--- src/pkg/eac_pkg.sv ---
package eac_pkg;

  // ----------------------------------------------------------------
  // register offsets in i/o space
  // ----------------------------------------------------------------
  localparam logic [5:0] OFS_CONTROL = 6'h1c;
  localparam logic [5:0] OFS_DATA = 6'h1d;
  localparam logic [5:0] OFS_ADDR_LOW = 6'h1e;
  localparam logic [5:0] OFS_ADDR_HIGH = 6'h1f;

  // ----------------------------------------------------------------
  // control register fields
  // ----------------------------------------------------------------
  localparam int BIT_READ_STROBE = 0;
  localparam int BIT_WRITE_STROBE = 1;
  localparam int BIT_WRITE_ARM = 2;
  localparam int BIT_READY_IRQ_EN = 3;
  localparam logic [7:0] CONTROL_RESET = 8'h00;

  // ----------------------------------------------------------------
  // array geometry and timing
  // ----------------------------------------------------------------
  localparam int NVM_ADDR_W = 9;
  localparam int NVM_DEPTH = 512;
  localparam int ARM_CYCLES = 4;
  localparam int WRITE_HALT_CYCLES = 4;
  localparam int READ_HALT_CYCLES = 2;
  localparam int WRITE_OSC_CYCLES = 2048;
  localparam int CNT_W = 3;
  localparam logic [CNT_W-1:0] ARM_CNT_INIT = CNT_W'(ARM_CYCLES);
  localparam logic [CNT_W-1:0] WHALT_INIT = CNT_W'(WRITE_HALT_CYCLES - 1);
  localparam logic [CNT_W-1:0] RHALT_INIT = CNT_W'(READ_HALT_CYCLES - 1);

endpackage : eac_pkg

--- src/pkg/eac_nvm_if.sv ---
`timescale 1ns/10ps
interface eac_nvm_if;
  import eac_pkg::*;

  logic start_write;
  logic start_read;
  logic [NVM_ADDR_W-1:0] addr;
  logic [7:0] wdata;
  logic osc_tick;
  logic [7:0] rdata;
  logic read_done;
  logic write_done;

  modport ctrl (
    output start_write,
    output start_read,
    output addr,
    output wdata,
    output osc_tick,
    input rdata,
    input read_done,
    input write_done
  );

  modport core (
    input start_write,
    input start_read,
    input addr,
    input wdata,
    input osc_tick,
    output rdata,
    output read_done,
    output write_done
  );
endinterface : eac_nvm_if

--- src/eac_nvm_core.sv ---
`timescale 1ns/10ps
module eac_nvm_core #(
  parameter int DEPTH = eac_pkg::NVM_DEPTH,
  parameter int OSC_CYCLES = eac_pkg::WRITE_OSC_CYCLES
) (
  input wire logic clk_sys,
  input wire logic reset,
  eac_nvm_if.core nvm
);
  import eac_pkg::*;

  localparam int TW = $clog2(OSC_CYCLES + 1);

  logic [7:0] mem [DEPTH];
  logic busy_reg;
  logic [TW-1:0] tick_cnt_reg;
  logic [NVM_ADDR_W-1:0] waddr_reg;
  logic [7:0] wdata_reg;
  logic [7:0] rdata_reg;
  logic read_done_reg;
  logic write_done_reg;

  assign nvm.rdata = rdata_reg;
  assign nvm.read_done = read_done_reg;
  assign nvm.write_done = write_done_reg;

  // ----------------------------------------------------------------
  // self-timed write, counted on oscillator ticks
  // ----------------------------------------------------------------
  always_ff @(posedge clk_sys)
  begin
    write_done_reg <= 1'b0;
    if (reset)
    begin
      busy_reg <= 1'b0;
      tick_cnt_reg <= '0;
    end
    else if (!busy_reg && nvm.start_write)
    begin
      busy_reg <= 1'b1;
      tick_cnt_reg <= TW'(OSC_CYCLES);
      waddr_reg <= nvm.addr;
      wdata_reg <= nvm.wdata;
    end
    else if (busy_reg && nvm.osc_tick)
    begin
      if (tick_cnt_reg == TW'(1))
      begin
        busy_reg <= 1'b0;
        write_done_reg <= 1'b1; // RULE6
      end
      tick_cnt_reg <= tick_cnt_reg - TW'(1); // RULE6
    end
  end

  always_ff @(posedge clk_sys)
  begin
    if (busy_reg && nvm.osc_tick && tick_cnt_reg == TW'(1))
    begin
      mem[waddr_reg] <= wdata_reg; // RULE3
    end
  end

  // ----------------------------------------------------------------
  // single-cycle read
  // ----------------------------------------------------------------
  always_ff @(posedge clk_sys)
  begin
    if (reset)
    begin
      read_done_reg <= 1'b0;
      rdata_reg <= 8'h00;
    end
    else
    begin
      read_done_reg <= nvm.start_read && !read_done_reg;
      if (nvm.start_read && !read_done_reg)
      begin
        rdata_reg <= mem[nvm.addr]; // RULE1
      end
    end
  end

endmodule : eac_nvm_core

--- src/eac_top.sv ---
`timescale 1ns/10ps
// Functional notes
// RULE1: array is 512 bytes, 9-bit linear address; higher bits read zero.
// RULE2: address is undefined after reset; software loads it before access.
// RULE3: data register feeds writes and receives read bytes.
// RULE4: write-arm bit clears itself four clock cycles after being set.
// RULE5: write strobe starts a write only while write-arm is one.
// RULE6: write lasts 2048 oscillator cycles, then write strobe clears.
// RULE7: setting write strobe halts the core for four cycles.
// RULE8: read strobe loads data register promptly, then clears itself.
// RULE9: setting read strobe halts the core for two cycles.
// RULE10: during a write, read strobe and address writes are ignored.
// RULE11: ready interrupt stays asserted while enabled and write strobe zero.
// RULE12: software arms, then strobes within four cycles, after idle check.
// RULE13: software should keep interrupts off between arming and strobing; nvm_write arms with the ready enable on and global_irq_en high.
// RULE14: software polls write strobe to zero before starting a read.
// RULE15: control bits 7..4 read zero; control bits reset to zero.
module eac_top #(
  parameter int DEPTH = eac_pkg::NVM_DEPTH,
  parameter int OSC_CYCLES = eac_pkg::WRITE_OSC_CYCLES
) (
  input wire logic clk_sys,
  input wire logic reset,
  input wire logic [5:0] io_addr,
  input wire logic [7:0] io_wdata,
  input wire logic io_we,
  input wire logic io_re,
  output logic [7:0] io_rdata,
  input wire logic osc_tick,
  input wire logic global_irq_en,
  output logic ready_irq,
  output logic cpu_halt
);
  import eac_pkg::*;

  typedef enum logic [2:0]
  {
    ACC_IDLE = 3'b001,
    ACC_READ = 3'b010,
    ACC_WRITE = 3'b100
  } eac_acc_state_t;

  logic ready_irq_en_reg;
  logic write_arm_reg;
  logic write_strobe_reg;
  logic read_strobe_reg;
  logic [CNT_W-1:0] arm_cnt_reg;
  logic [CNT_W-1:0] halt_cnt_reg;
  logic [NVM_ADDR_W-1:0] nvm_address_reg;
  logic [7:0] nvm_data_reg;
  logic [7:0] io_rdata_reg;
  logic ready_irq_reg;
  logic cpu_halt_reg;
  logic [7:0] control_view;
  logic ctl_we;
  logic write_accept;
  logic read_accept;
  eac_acc_state_t acc_state_reg;
  logic start_write_reg;
  logic start_read_reg;

  eac_nvm_if nvm ();

  eac_nvm_core #(
    .DEPTH(DEPTH),
    .OSC_CYCLES(OSC_CYCLES)
  ) u_core (
    .clk_sys(clk_sys),
    .reset(reset),
    .nvm(nvm)
  );

  // ----------------------------------------------------------------
  // request decode
  // ----------------------------------------------------------------
  assign ctl_we = io_we && io_addr == OFS_CONTROL;
  assign write_accept = ctl_we && io_wdata[BIT_WRITE_STROBE]
    && write_arm_reg && acc_state_reg == ACC_IDLE; // RULE5
  assign read_accept = ctl_we && io_wdata[BIT_READ_STROBE]
    && !write_accept && acc_state_reg == ACC_IDLE; // RULE10

  assign nvm.start_write = start_write_reg;
  assign nvm.start_read = start_read_reg;
  assign nvm.addr = nvm_address_reg;
  assign nvm.wdata = nvm_data_reg;
  assign nvm.osc_tick = osc_tick;

  // ----------------------------------------------------------------
  // access sequencer
  // ----------------------------------------------------------------
  // one access at a time, so a finished write is never started again
  always_ff @(posedge clk_sys)
  begin
    if (reset)
    begin
      acc_state_reg <= ACC_IDLE;
    end
    else
    begin
      unique case (acc_state_reg)
        ACC_IDLE:
        begin
          if (write_accept)
          begin
            acc_state_reg <= ACC_WRITE; // RULE5
          end
          else if (read_accept)
          begin
            acc_state_reg <= ACC_READ; // RULE8
          end
        end
        ACC_READ:
        begin
          if (nvm.read_done)
          begin
            acc_state_reg <= ACC_IDLE;
          end
        end
        ACC_WRITE:
        begin
          if (nvm.write_done)
          begin
            acc_state_reg <= ACC_IDLE; // RULE6
          end
        end
        default:
        begin
          acc_state_reg <= ACC_IDLE;
        end
      endcase
    end
  end

  // single start pulse to the core per accepted access
  always_ff @(posedge clk_sys)
  begin
    if (reset)
    begin
      start_write_reg <= 1'b0;
      start_read_reg <= 1'b0;
    end
    else
    begin
      start_write_reg <= write_accept;
      start_read_reg <= read_accept;
    end
  end

  // ----------------------------------------------------------------
  // control register
  // ----------------------------------------------------------------
  always_ff @(posedge clk_sys)
  begin
    if (reset)
    begin
      ready_irq_en_reg <= CONTROL_RESET[BIT_READY_IRQ_EN]; // RULE15
    end
    else if (ctl_we)
    begin
      ready_irq_en_reg <= io_wdata[BIT_READY_IRQ_EN];
    end
  end

  // write-arm window
  always_ff @(posedge clk_sys)
  begin
    if (reset)
    begin
      write_arm_reg <= CONTROL_RESET[BIT_WRITE_ARM]; // RULE15
      arm_cnt_reg <= '0;
    end
    else if (ctl_we && io_wdata[BIT_WRITE_ARM])
    begin
      write_arm_reg <= 1'b1;
      arm_cnt_reg <= ARM_CNT_INIT; // RULE4
    end
    else if (ctl_we)
    begin
      write_arm_reg <= 1'b0;
      arm_cnt_reg <= '0;
    end
    else if (arm_cnt_reg != '0)
    begin
      arm_cnt_reg <= arm_cnt_reg - CNT_W'(1);
      if (arm_cnt_reg == CNT_W'(1))
      begin
        write_arm_reg <= 1'b0; // RULE4
      end
    end
  end

  // write strobe: set by accepted start, cleared by the core's completion
  always_ff @(posedge clk_sys)
  begin
    if (reset)
    begin
      write_strobe_reg <= CONTROL_RESET[BIT_WRITE_STROBE]; // RULE15
    end
    else if (write_accept)
    begin
      write_strobe_reg <= 1'b1; // RULE5
    end
    else if (nvm.write_done)
    begin
      write_strobe_reg <= 1'b0; // RULE6
    end
  end

  // read strobe: cleared once the byte has landed
  always_ff @(posedge clk_sys)
  begin
    if (reset)
    begin
      read_strobe_reg <= CONTROL_RESET[BIT_READ_STROBE]; // RULE15
    end
    else if (read_accept)
    begin
      read_strobe_reg <= 1'b1;
    end
    else if (nvm.read_done)
    begin
      read_strobe_reg <= 1'b0; // RULE8
    end
  end

  // ----------------------------------------------------------------
  // address and data registers
  // ----------------------------------------------------------------
  // address is left without reset on purpose: it is undefined after reset
  always_ff @(posedge clk_sys)
  begin
    if (io_we && !write_strobe_reg) // RULE10
    begin
      if (io_addr == OFS_ADDR_LOW)
      begin
        nvm_address_reg[7:0] <= io_wdata; // RULE2
      end
      else if (io_addr == OFS_ADDR_HIGH)
      begin
        nvm_address_reg[8] <= io_wdata[0]; // RULE1
      end
    end
  end

  always_ff @(posedge clk_sys)
  begin
    if (reset)
    begin
      nvm_data_reg <= 8'h00;
    end
    else if (nvm.read_done)
    begin
      nvm_data_reg <= nvm.rdata; // RULE3 RULE8
    end
    else if (io_we && io_addr == OFS_DATA)
    begin
      nvm_data_reg <= io_wdata; // RULE3
    end
  end

  // ----------------------------------------------------------------
  // core halt
  // ----------------------------------------------------------------
  always_ff @(posedge clk_sys)
  begin
    if (reset)
    begin
      cpu_halt_reg <= 1'b0;
      halt_cnt_reg <= '0;
    end
    else if (write_accept)
    begin
      cpu_halt_reg <= 1'b1;
      halt_cnt_reg <= WHALT_INIT; // RULE7
    end
    else if (read_accept)
    begin
      cpu_halt_reg <= 1'b1;
      halt_cnt_reg <= RHALT_INIT; // RULE9
    end
    else if (halt_cnt_reg != '0)
    begin
      halt_cnt_reg <= halt_cnt_reg - CNT_W'(1);
    end
    else
    begin
      cpu_halt_reg <= 1'b0;
    end
  end

  // ----------------------------------------------------------------
  // ready interrupt and read-back
  // ----------------------------------------------------------------
  always_ff @(posedge clk_sys)
  begin
    if (reset)
    begin
      ready_irq_reg <= 1'b0;
    end
    else
    begin
      ready_irq_reg <= ready_irq_en_reg && global_irq_en
        && !write_strobe_reg; // RULE11
    end
  end

  assign control_view = {4'h0, ready_irq_en_reg, write_arm_reg,
    write_strobe_reg, read_strobe_reg}; // RULE15

  always_ff @(posedge clk_sys)
  begin
    if (reset)
    begin
      io_rdata_reg <= 8'h00;
    end
    else if (io_re)
    begin
      unique case (io_addr)
        OFS_CONTROL: io_rdata_reg <= control_view;
        OFS_DATA: io_rdata_reg <= nvm_data_reg;
        OFS_ADDR_LOW: io_rdata_reg <= nvm_address_reg[7:0];
        OFS_ADDR_HIGH: io_rdata_reg <= {7'h00, nvm_address_reg[8]}; // RULE1
        default: io_rdata_reg <= 8'h00;
      endcase
    end
  end

  assign io_rdata = io_rdata_reg;
  assign ready_irq = ready_irq_reg;
  assign cpu_halt = cpu_halt_reg;

endmodule : eac_top

--- config.mk ---
export PLATFORM = sky130hd
export DESIGN_NAME = eac_top
export DESIGN_NICKNAME = d
export VERILOG_FILES = /design/src/pkg/eac_pkg.sv /design/src/pkg/eac_nvm_if.sv /design/src/eac_nvm_core.sv /design/src/eac_top.sv
export SDC_FILE = /design/constraint.sdc
export NUM_CORES = 2
export LEC_CHECK = 0
export BUFFER_PORTS_ARGS = -buffer_cell sky130_fd_sc_hd__buf_2
export CAP_MARGIN = 20
export CORE_MARGIN = 1.5
export CORE_UTILIZATION = 57
export DETAILED_ROUTE_END_ITERATION = 6
export PLACE_DENSITY_LB_ADDON = 0.12
export SYNTH_ARGS = -nofsm -noshare
export SYNTH_HDL_FRONTEND = slang
export SYNTH_HIERARCHICAL = 1
export SYNTH_SLANG_ARGS = --single-unit
--- constraint.sdc ---
create_clock -name clk_sys -period 7.8 [get_ports clk_sys]
set_input_delay 0 -clock clk_sys [delete_from_list [all_inputs] [get_ports clk_sys]]
set_output_delay 0 -clock clk_sys [all_outputs]
set_load 0.02 [all_outputs]
# Word level (Yosys, flattened, before mapping)
# Memory sizes are Yosys's and may differ from the RTL's. A register that Yosys moved wholly into a read port is not among the register bits.
# Cells that the tools add are included.
# Widths: inputs -> output; s select.
[totals] ramBits=4096 output_inout_bits=10 elab_cells=117 n_memories=1 register_bits=74 inputBits=20
[memory_table] memory="u_core.mem" depth=512 word_bits=8 rd=1 rd_clocked_by_memory_dff=1 write_ports=1 line_no="eac_nvm_core.sv:14" rtl="logic [7:0] mem [DEPTH];"
[op_classes] n_eq_ne=13 reduce_logical=40 add_sub_neg=3 mux=33 bitwise_logic=3
[op_table] cell="$pmux 8 s4" n=1
[op_table] cell="$eq 6x5->1 const B" n=4
[op_table] cell="$mux 12" n=2
[op_table] cell="$mux 3" n=7
[op_table] cell="$mux 1" n=17
[op_table] cell="$logic_and 1x1->1" n=16
[op_table] cell="$mux 8" n=2
[op_table] cell="$reduce_bool 3->1" n=5
[op_table] cell="$eq 12x1->1 const B" n=1
[op_table] cell="$sub 12x1->12 const B" n=1
[op_table] cell="$reduce_bool 2->1" n=5
[op_table] cell="$pmux 3 s3" n=1
[op_table] cell="$reduce_or 3->1" n=3
[op_table] cell="$reduce_and 2->1" n=4
[op_table] cell="$eq 3x1->1 const B" n=2
[op_table] cell="$mux 2" n=3
[op_table] cell="$ne 3x3->1 const B" n=2
[op_table] cell="$reduce_and 3->1" n=2
[op_table] cell="$sub 3x1->3 const B" n=2
[op_table] cell="$logic_not 1->1" n=4
[op_table] cell="$ne 2x1->1 const B" n=2
[op_table] cell="$eq 3x2->1 const B" n=1
[op_table] cell="$eq 3x3->1 const B" n=1
[op_table] cell="$not 1->1" n=3
[op_table] cell="$reduce_or 2->1" n=1

# Longest topological paths before layout
[depth] ltp_word=11 ltp_mapped=14 ltp_nobuf=7

# By module
# The synthesis kept the hierarchy.
[by_module_without_submodules] mod="eac_nvm_core" n_inst=1 cells_each=7510 area_each_um2=160736.7 seq_area_each_um2=123968.9
[by_module_without_submodules] mod="eac_top" n_inst=1 cells_each=196 area_each_um2=1905.6 seq_area_each_um2=930.9

# Worst setup path after synthesis
# No wires, ideal clock.
[synth_path] path_type="register to register" startpoint="reg u_core.wdata_reg[0]" endpoint="mem u_core.mem[0][0] (data pin)" setup_ns=1.435 synth_period_minus_slack_ns=7.593 n_path_buf=0 arrival_time_ns=6.158 path_stages_with_launch=1 path_slack_ns=0.207 required_ns=6.365 path_cell_list="edfxtp_1"
[synth_rtl] item="from (decl)" line_no="eac_nvm_core.sv:18" rtl="logic [7:0] wdata_reg;"
[synth_rtl] item="from (signal assigned)" line_no="eac_nvm_core.sv:43" rtl="wdata_reg <= nvm.wdata;"
[synth_rtl] item="to (decl)" line_no="eac_nvm_core.sv:14"
# Straight into the memory's write port.

# Final worst setup path
[layout_path] startpoint="reg u_core.tick_cnt_reg[4]" endpoint="mem u_core.mem[121][0] (enable)"
[layout_via] elab_chain_len=4
[layout_lines] item="from (decl)" line_no="eac_nvm_core.sv:16" rtl="logic [TW-1:0] tick_cnt_reg;"
[layout_lines] item="from (signal assigned)" line_no="eac_nvm_core.sv:41" rtl="tick_cnt_reg <= TW'(OSC_CYCLES);"
[layout_lines] item="from (signal assigned)" line_no="eac_nvm_core.sv:52" rtl="tick_cnt_reg <= tick_cnt_reg - TW'(1);"
[layout_lines] item="$eq 12x1->1" line_no="eac_nvm_core.sv:58" rtl="if (busy_reg && nvm.osc_tick && tick_cnt_reg == TW'(1))"
[layout_lines] item="$logic_and 1x1->1" line_no="eac_nvm_core.sv:58"
[layout_lines] item="$mux 1" line_no="eac_nvm_core.sv:58"
[layout_lines] item="$mux 1 (not written as such)" line_no="eac_nvm_core.sv:60" rtl="mem[waddr_reg] <= wdata_reg;"
# Every way passes these cells.

==> flow_metrics.tcl <==
set metrics [dict create \
    status "finished with violations" \
    violations "DRC, slew limit" \
    ys_seq_elements 4178 \
    slowest_delay_ps 910 \
    timing_hold_violations_final 0 \
    area.growth.synth_to_final_pct 10.91 \
    synth-seq-area-share_pct 76.79 \
    post_synth_instance_area_um2 162600 \
    yosysWarningCount 6 \
    maxSlewHeadroom_pct -9.108 \
    vdd_ir_drop_max_mv 0.2029 \
    crit-reg2reg-capture "u_core/mem[121][0]" \
    grt_remaining_overflow 0 \
    numCtsBuffers 409 \
    final.period_utilization_pct 65.48 \
    cellPowerDensity_nw_per_um2 244.6 \
    min_path_type "primary input to register" \
    multi_input_comb_area_um2 35000 \
    tritoncts "done" \
    crit_path_cell_trace "or4_1 > nor4_1 > and4b_1 > and3_1 > nand2_1 > nor2_1" \
    num_io_pins 30 \
    power_leakage_nw 55.98 \
    fin_setup_tns_ps 0 \
    report.final.setup_viol 0 \
    async_flop_share_pct 0 \
    detail_route.vias_per_cell 6.825 \
    num_rows 195 \
    routability_congestion_estimate 0.8929 \
    post_route_cells_drive_above_1_share_pct 22.94 \
    max-cap-violations 0 \
    via_count 81836 \
    crit_path_end "u_core/mem[121][0]" \
    postSynthAreaPerCell_um2 21.11 \
    synth_cell_types 86 \
    regArea_um2 124900 \
    final-instance-count-excl-fill 11991 \
    worst-r2r-setup-slack_ps 2690 \
    filler_cell_count 18802 \
    worstReg2RegStart "u_core/tick_cnt_reg[4]" \
    worst_clock_skew_ps 31.39 \
    num-nets-final 7920 \
    critPathSlowestCell "sky130_fd_sc_hd__and3_1" \
    worst_skew_pair.late_latency_ps 950 \
    dieHeight_um 537.2 \
    buffer_ports.inserted 29 \
    placed_cells 11177 \
    clkSinkCount 4178 \
    maximum_clock_rate_ghz 0.1958 \
    worstRegToRegCells 6 \
    clock_tree_buf_depth 4 \
    maximum_number_of_pins_on_one_net_before_global_route_repair 234 \
    cpLargestDelayFamily "simple AND/OR/NAND/NOR gates" \
    grt_pass1_vias 79920 \
    start_kind "register" \
    predominant_post_synthesis_flop_cell "sky130_fd_sc_hd__edfxtp_1" \
    rsz_0062_raised_after_global_routing "false" \
    ctsRootBufferMaster "sky130_fd_sc_hd__clkbuf_16" \
    criticalPathCategory "register to register" \
    detail_route_antenna_nets 0 \
    setup.worst_path.end_class "register" \
    hpwlAfterDp_um 255600 \
    antenna_found_initial 15 \
    count_of_cell_instances_traversed_by_the_critical_path 6 \
    critPathMaxFanout 16 \
    drc_marker_count_from_the_first_detailed_route_iteration 11909 \
    min_period_ps 5108 \
    timing.critical_path.from "u_core/tick_cnt_reg[4]" \
    grt.total_usage_pct 30.36 \
    core-area_um2 283000 \
    drt_drc_violations_left 16 \
    critical_path.n_buffers_inverters 0 \
    mappedNetlistNets 7733 \
    crit_required_ps 8350 \
    die_width_um 537.2 \
    cts.reportedPaths.clkPinSlew_ps 60 \
    grt_first_pass_wirelength_um 613200 \
    drt_wl_total_um 435800 \
    synth_edf_count 4122 \
    cts_setup_buffers 0 \
    largest_register_ffs 4096 \
    design.die.area_um2 288600 \
    critPathArrivalTime_ps 5660 \
    layout.core_utilization_pct 63.74 \
    routed_wire_length_per_instance_um 36.35 \
    worst_pin_slew_ps 1637 \
    final_max_slew_violation_count 97 \
    dr.pass1.iters 7 \
    floorplan.initialDensity_pct 57.47 \
    cts-htree-levels 5 \
    post_synth_inst_count 7706 \
]
==> cell usage in the layout, fill, tap and decap left out, types with 65 or more instances in the layout <==
master,instances
sky130_fd_sc_hd__nand3_1,75
sky130_fd_sc_hd__nor2_1,619
sky130_fd_sc_hd__clkinv_2,86
sky130_fd_sc_hd__mux2i_1,253
sky130_fd_sc_hd__edfxtp_1,4122
sky130_fd_sc_hd__clkbuf_16,415
sky130_fd_sc_hd__mux4_2,1010
sky130_fd_sc_hd__clkbuf_1,77
sky130_fd_sc_hd__a22oi_1,65
sky130_fd_sc_hd__nand2_1,263
sky130_fd_sc_hd__clkinv_1,83
sky130_fd_sc_hd__a21oi_1,80
sky130_fd_sc_hd__buf_4,141
sky130_fd_sc_hd__o22ai_1,89
==> per-stage QoR <==
step                      hold WS, ps  instance area [um2]  power (mW)  setup WS [ps]
after floorplan                 77.52               162600       24.92          206.9
after CTS                       5.735               180300       44.35           2713
after detailed placement        241.2               166600       24.98           2748
final                           61.60               180400       44.11           2692
after global routing            53.76               180400       45.15           2563
after global placement          232.5               166500       24.97           2056
==> layer usage <==
metal  wire length, um  global-route usage (%)
met5                 9                       0
met4             16250                   10.69
met3             49170                   7.029
met2            200500                   45.51
met1            170000                   44.43
==> power by group <==
part | switching (mW) | internal, mW | total, mW
logic | 0.134 | 0.0978 | 0.232
registers | 0.0101 | 24.3 | 24.3
clock network | 8.35 | 11.2 | 19.6
total | 8.49 | 35.6 | 44.1
==> worst min-delay path by stage <==
stage                     start                endpoint  slack [ps]  cells after the start
floorplan                 reset               ready_irq          80                      1
global placement    io_wdata[6]             nvm.addr[6]         230                      1
detailed placement  io_wdata[6]             nvm.addr[6]         240                      1
CTS                    osc_tick  u_core/tick_cnt_reg[2]           6                      5
global route           osc_tick  u_core/tick_cnt_reg[2]          50                      5
finish                 osc_tick  u_core/tick_cnt_reg[2]          60                      5
==> worst register-to-register path, cell delays in order (launching register included) <==
cell and delay (ps):
sky130_fd_sc_hd__dfxtp_1 360, sky130_fd_sc_hd__or4_1 640, sky130_fd_sc_hd__nor4_1 310, sky130_fd_sc_hd__and4b_1 830, sky130_fd_sc_hd__and3_1 930, sky130_fd_sc_hd__nand2_1 780, sky130_fd_sc_hd__nor2_1 880
==> synthesized netlist by cell type (31+ instances only) <==
library cell	n	area, um2
sky130_fd_sc_hd__o21ai_0	56	280.3
sky130_fd_sc_hd__dfxtp_1	56	1121
sky130_fd_sc_hd__nor3_1	53	265.3
sky130_fd_sc_hd__buf_4	51	382.9
sky130_fd_sc_hd__buf_2	112	560.5
sky130_fd_sc_hd__mux4_2	1010	22750
sky130_fd_sc_hd__buf_1	31	116.4
sky130_fd_sc_hd__o221ai_1	54	473.0
sky130_fd_sc_hd__buf_6	55	619.3
sky130_fd_sc_hd__nand3_1	81	405.4
sky130_fd_sc_hd__a21oi_1	80	400.4
sky130_fd_sc_hd__nand2_1	274	1028
sky130_fd_sc_hd__a22oi_1	65	488.0
sky130_fd_sc_hd__o22ai_1	89	556.8
sky130_fd_sc_hd__mux2i_1	253	2532
sky130_fd_sc_hd__edfxtp_1	4122	123800
sky130_fd_sc_hd__nor2_1	624	2342
sky130_fd_sc_hd__clkbuf_1	198	743.2
==> cell families after synthesis <==
kind of cell / synth area share (%)
xor gates and xnor gates: 0.05924
AOI/OAI and AO/OA: 2.353
buffers and inverters: 1.839
muxes: 15.81
DFF: 76.79
and+or+nand+nor: 3.093
adders and majority gates: 0.05385
==> repair_timing <==
item / 4_1_cts / 5_1_grt
endpoints found under the hold margin: 67 / 0
setup endpoints to repair: 0 / 0
gates resized for setup: 0 / 0
hold buffers: 42 / 0
==> final cells by class <==
cell class,count,share of cell area (%)
well taps,3743,2.596
clock inverters,249,1.367
repair buffers,250,1.289
flip-flops and latches,4178,69.24
clock buffers,504,6.009
inverters,32,0.07630
diodes,13,0.01803
multi-input cells,3022,19.41
Power figures use the tool's default switching activity.
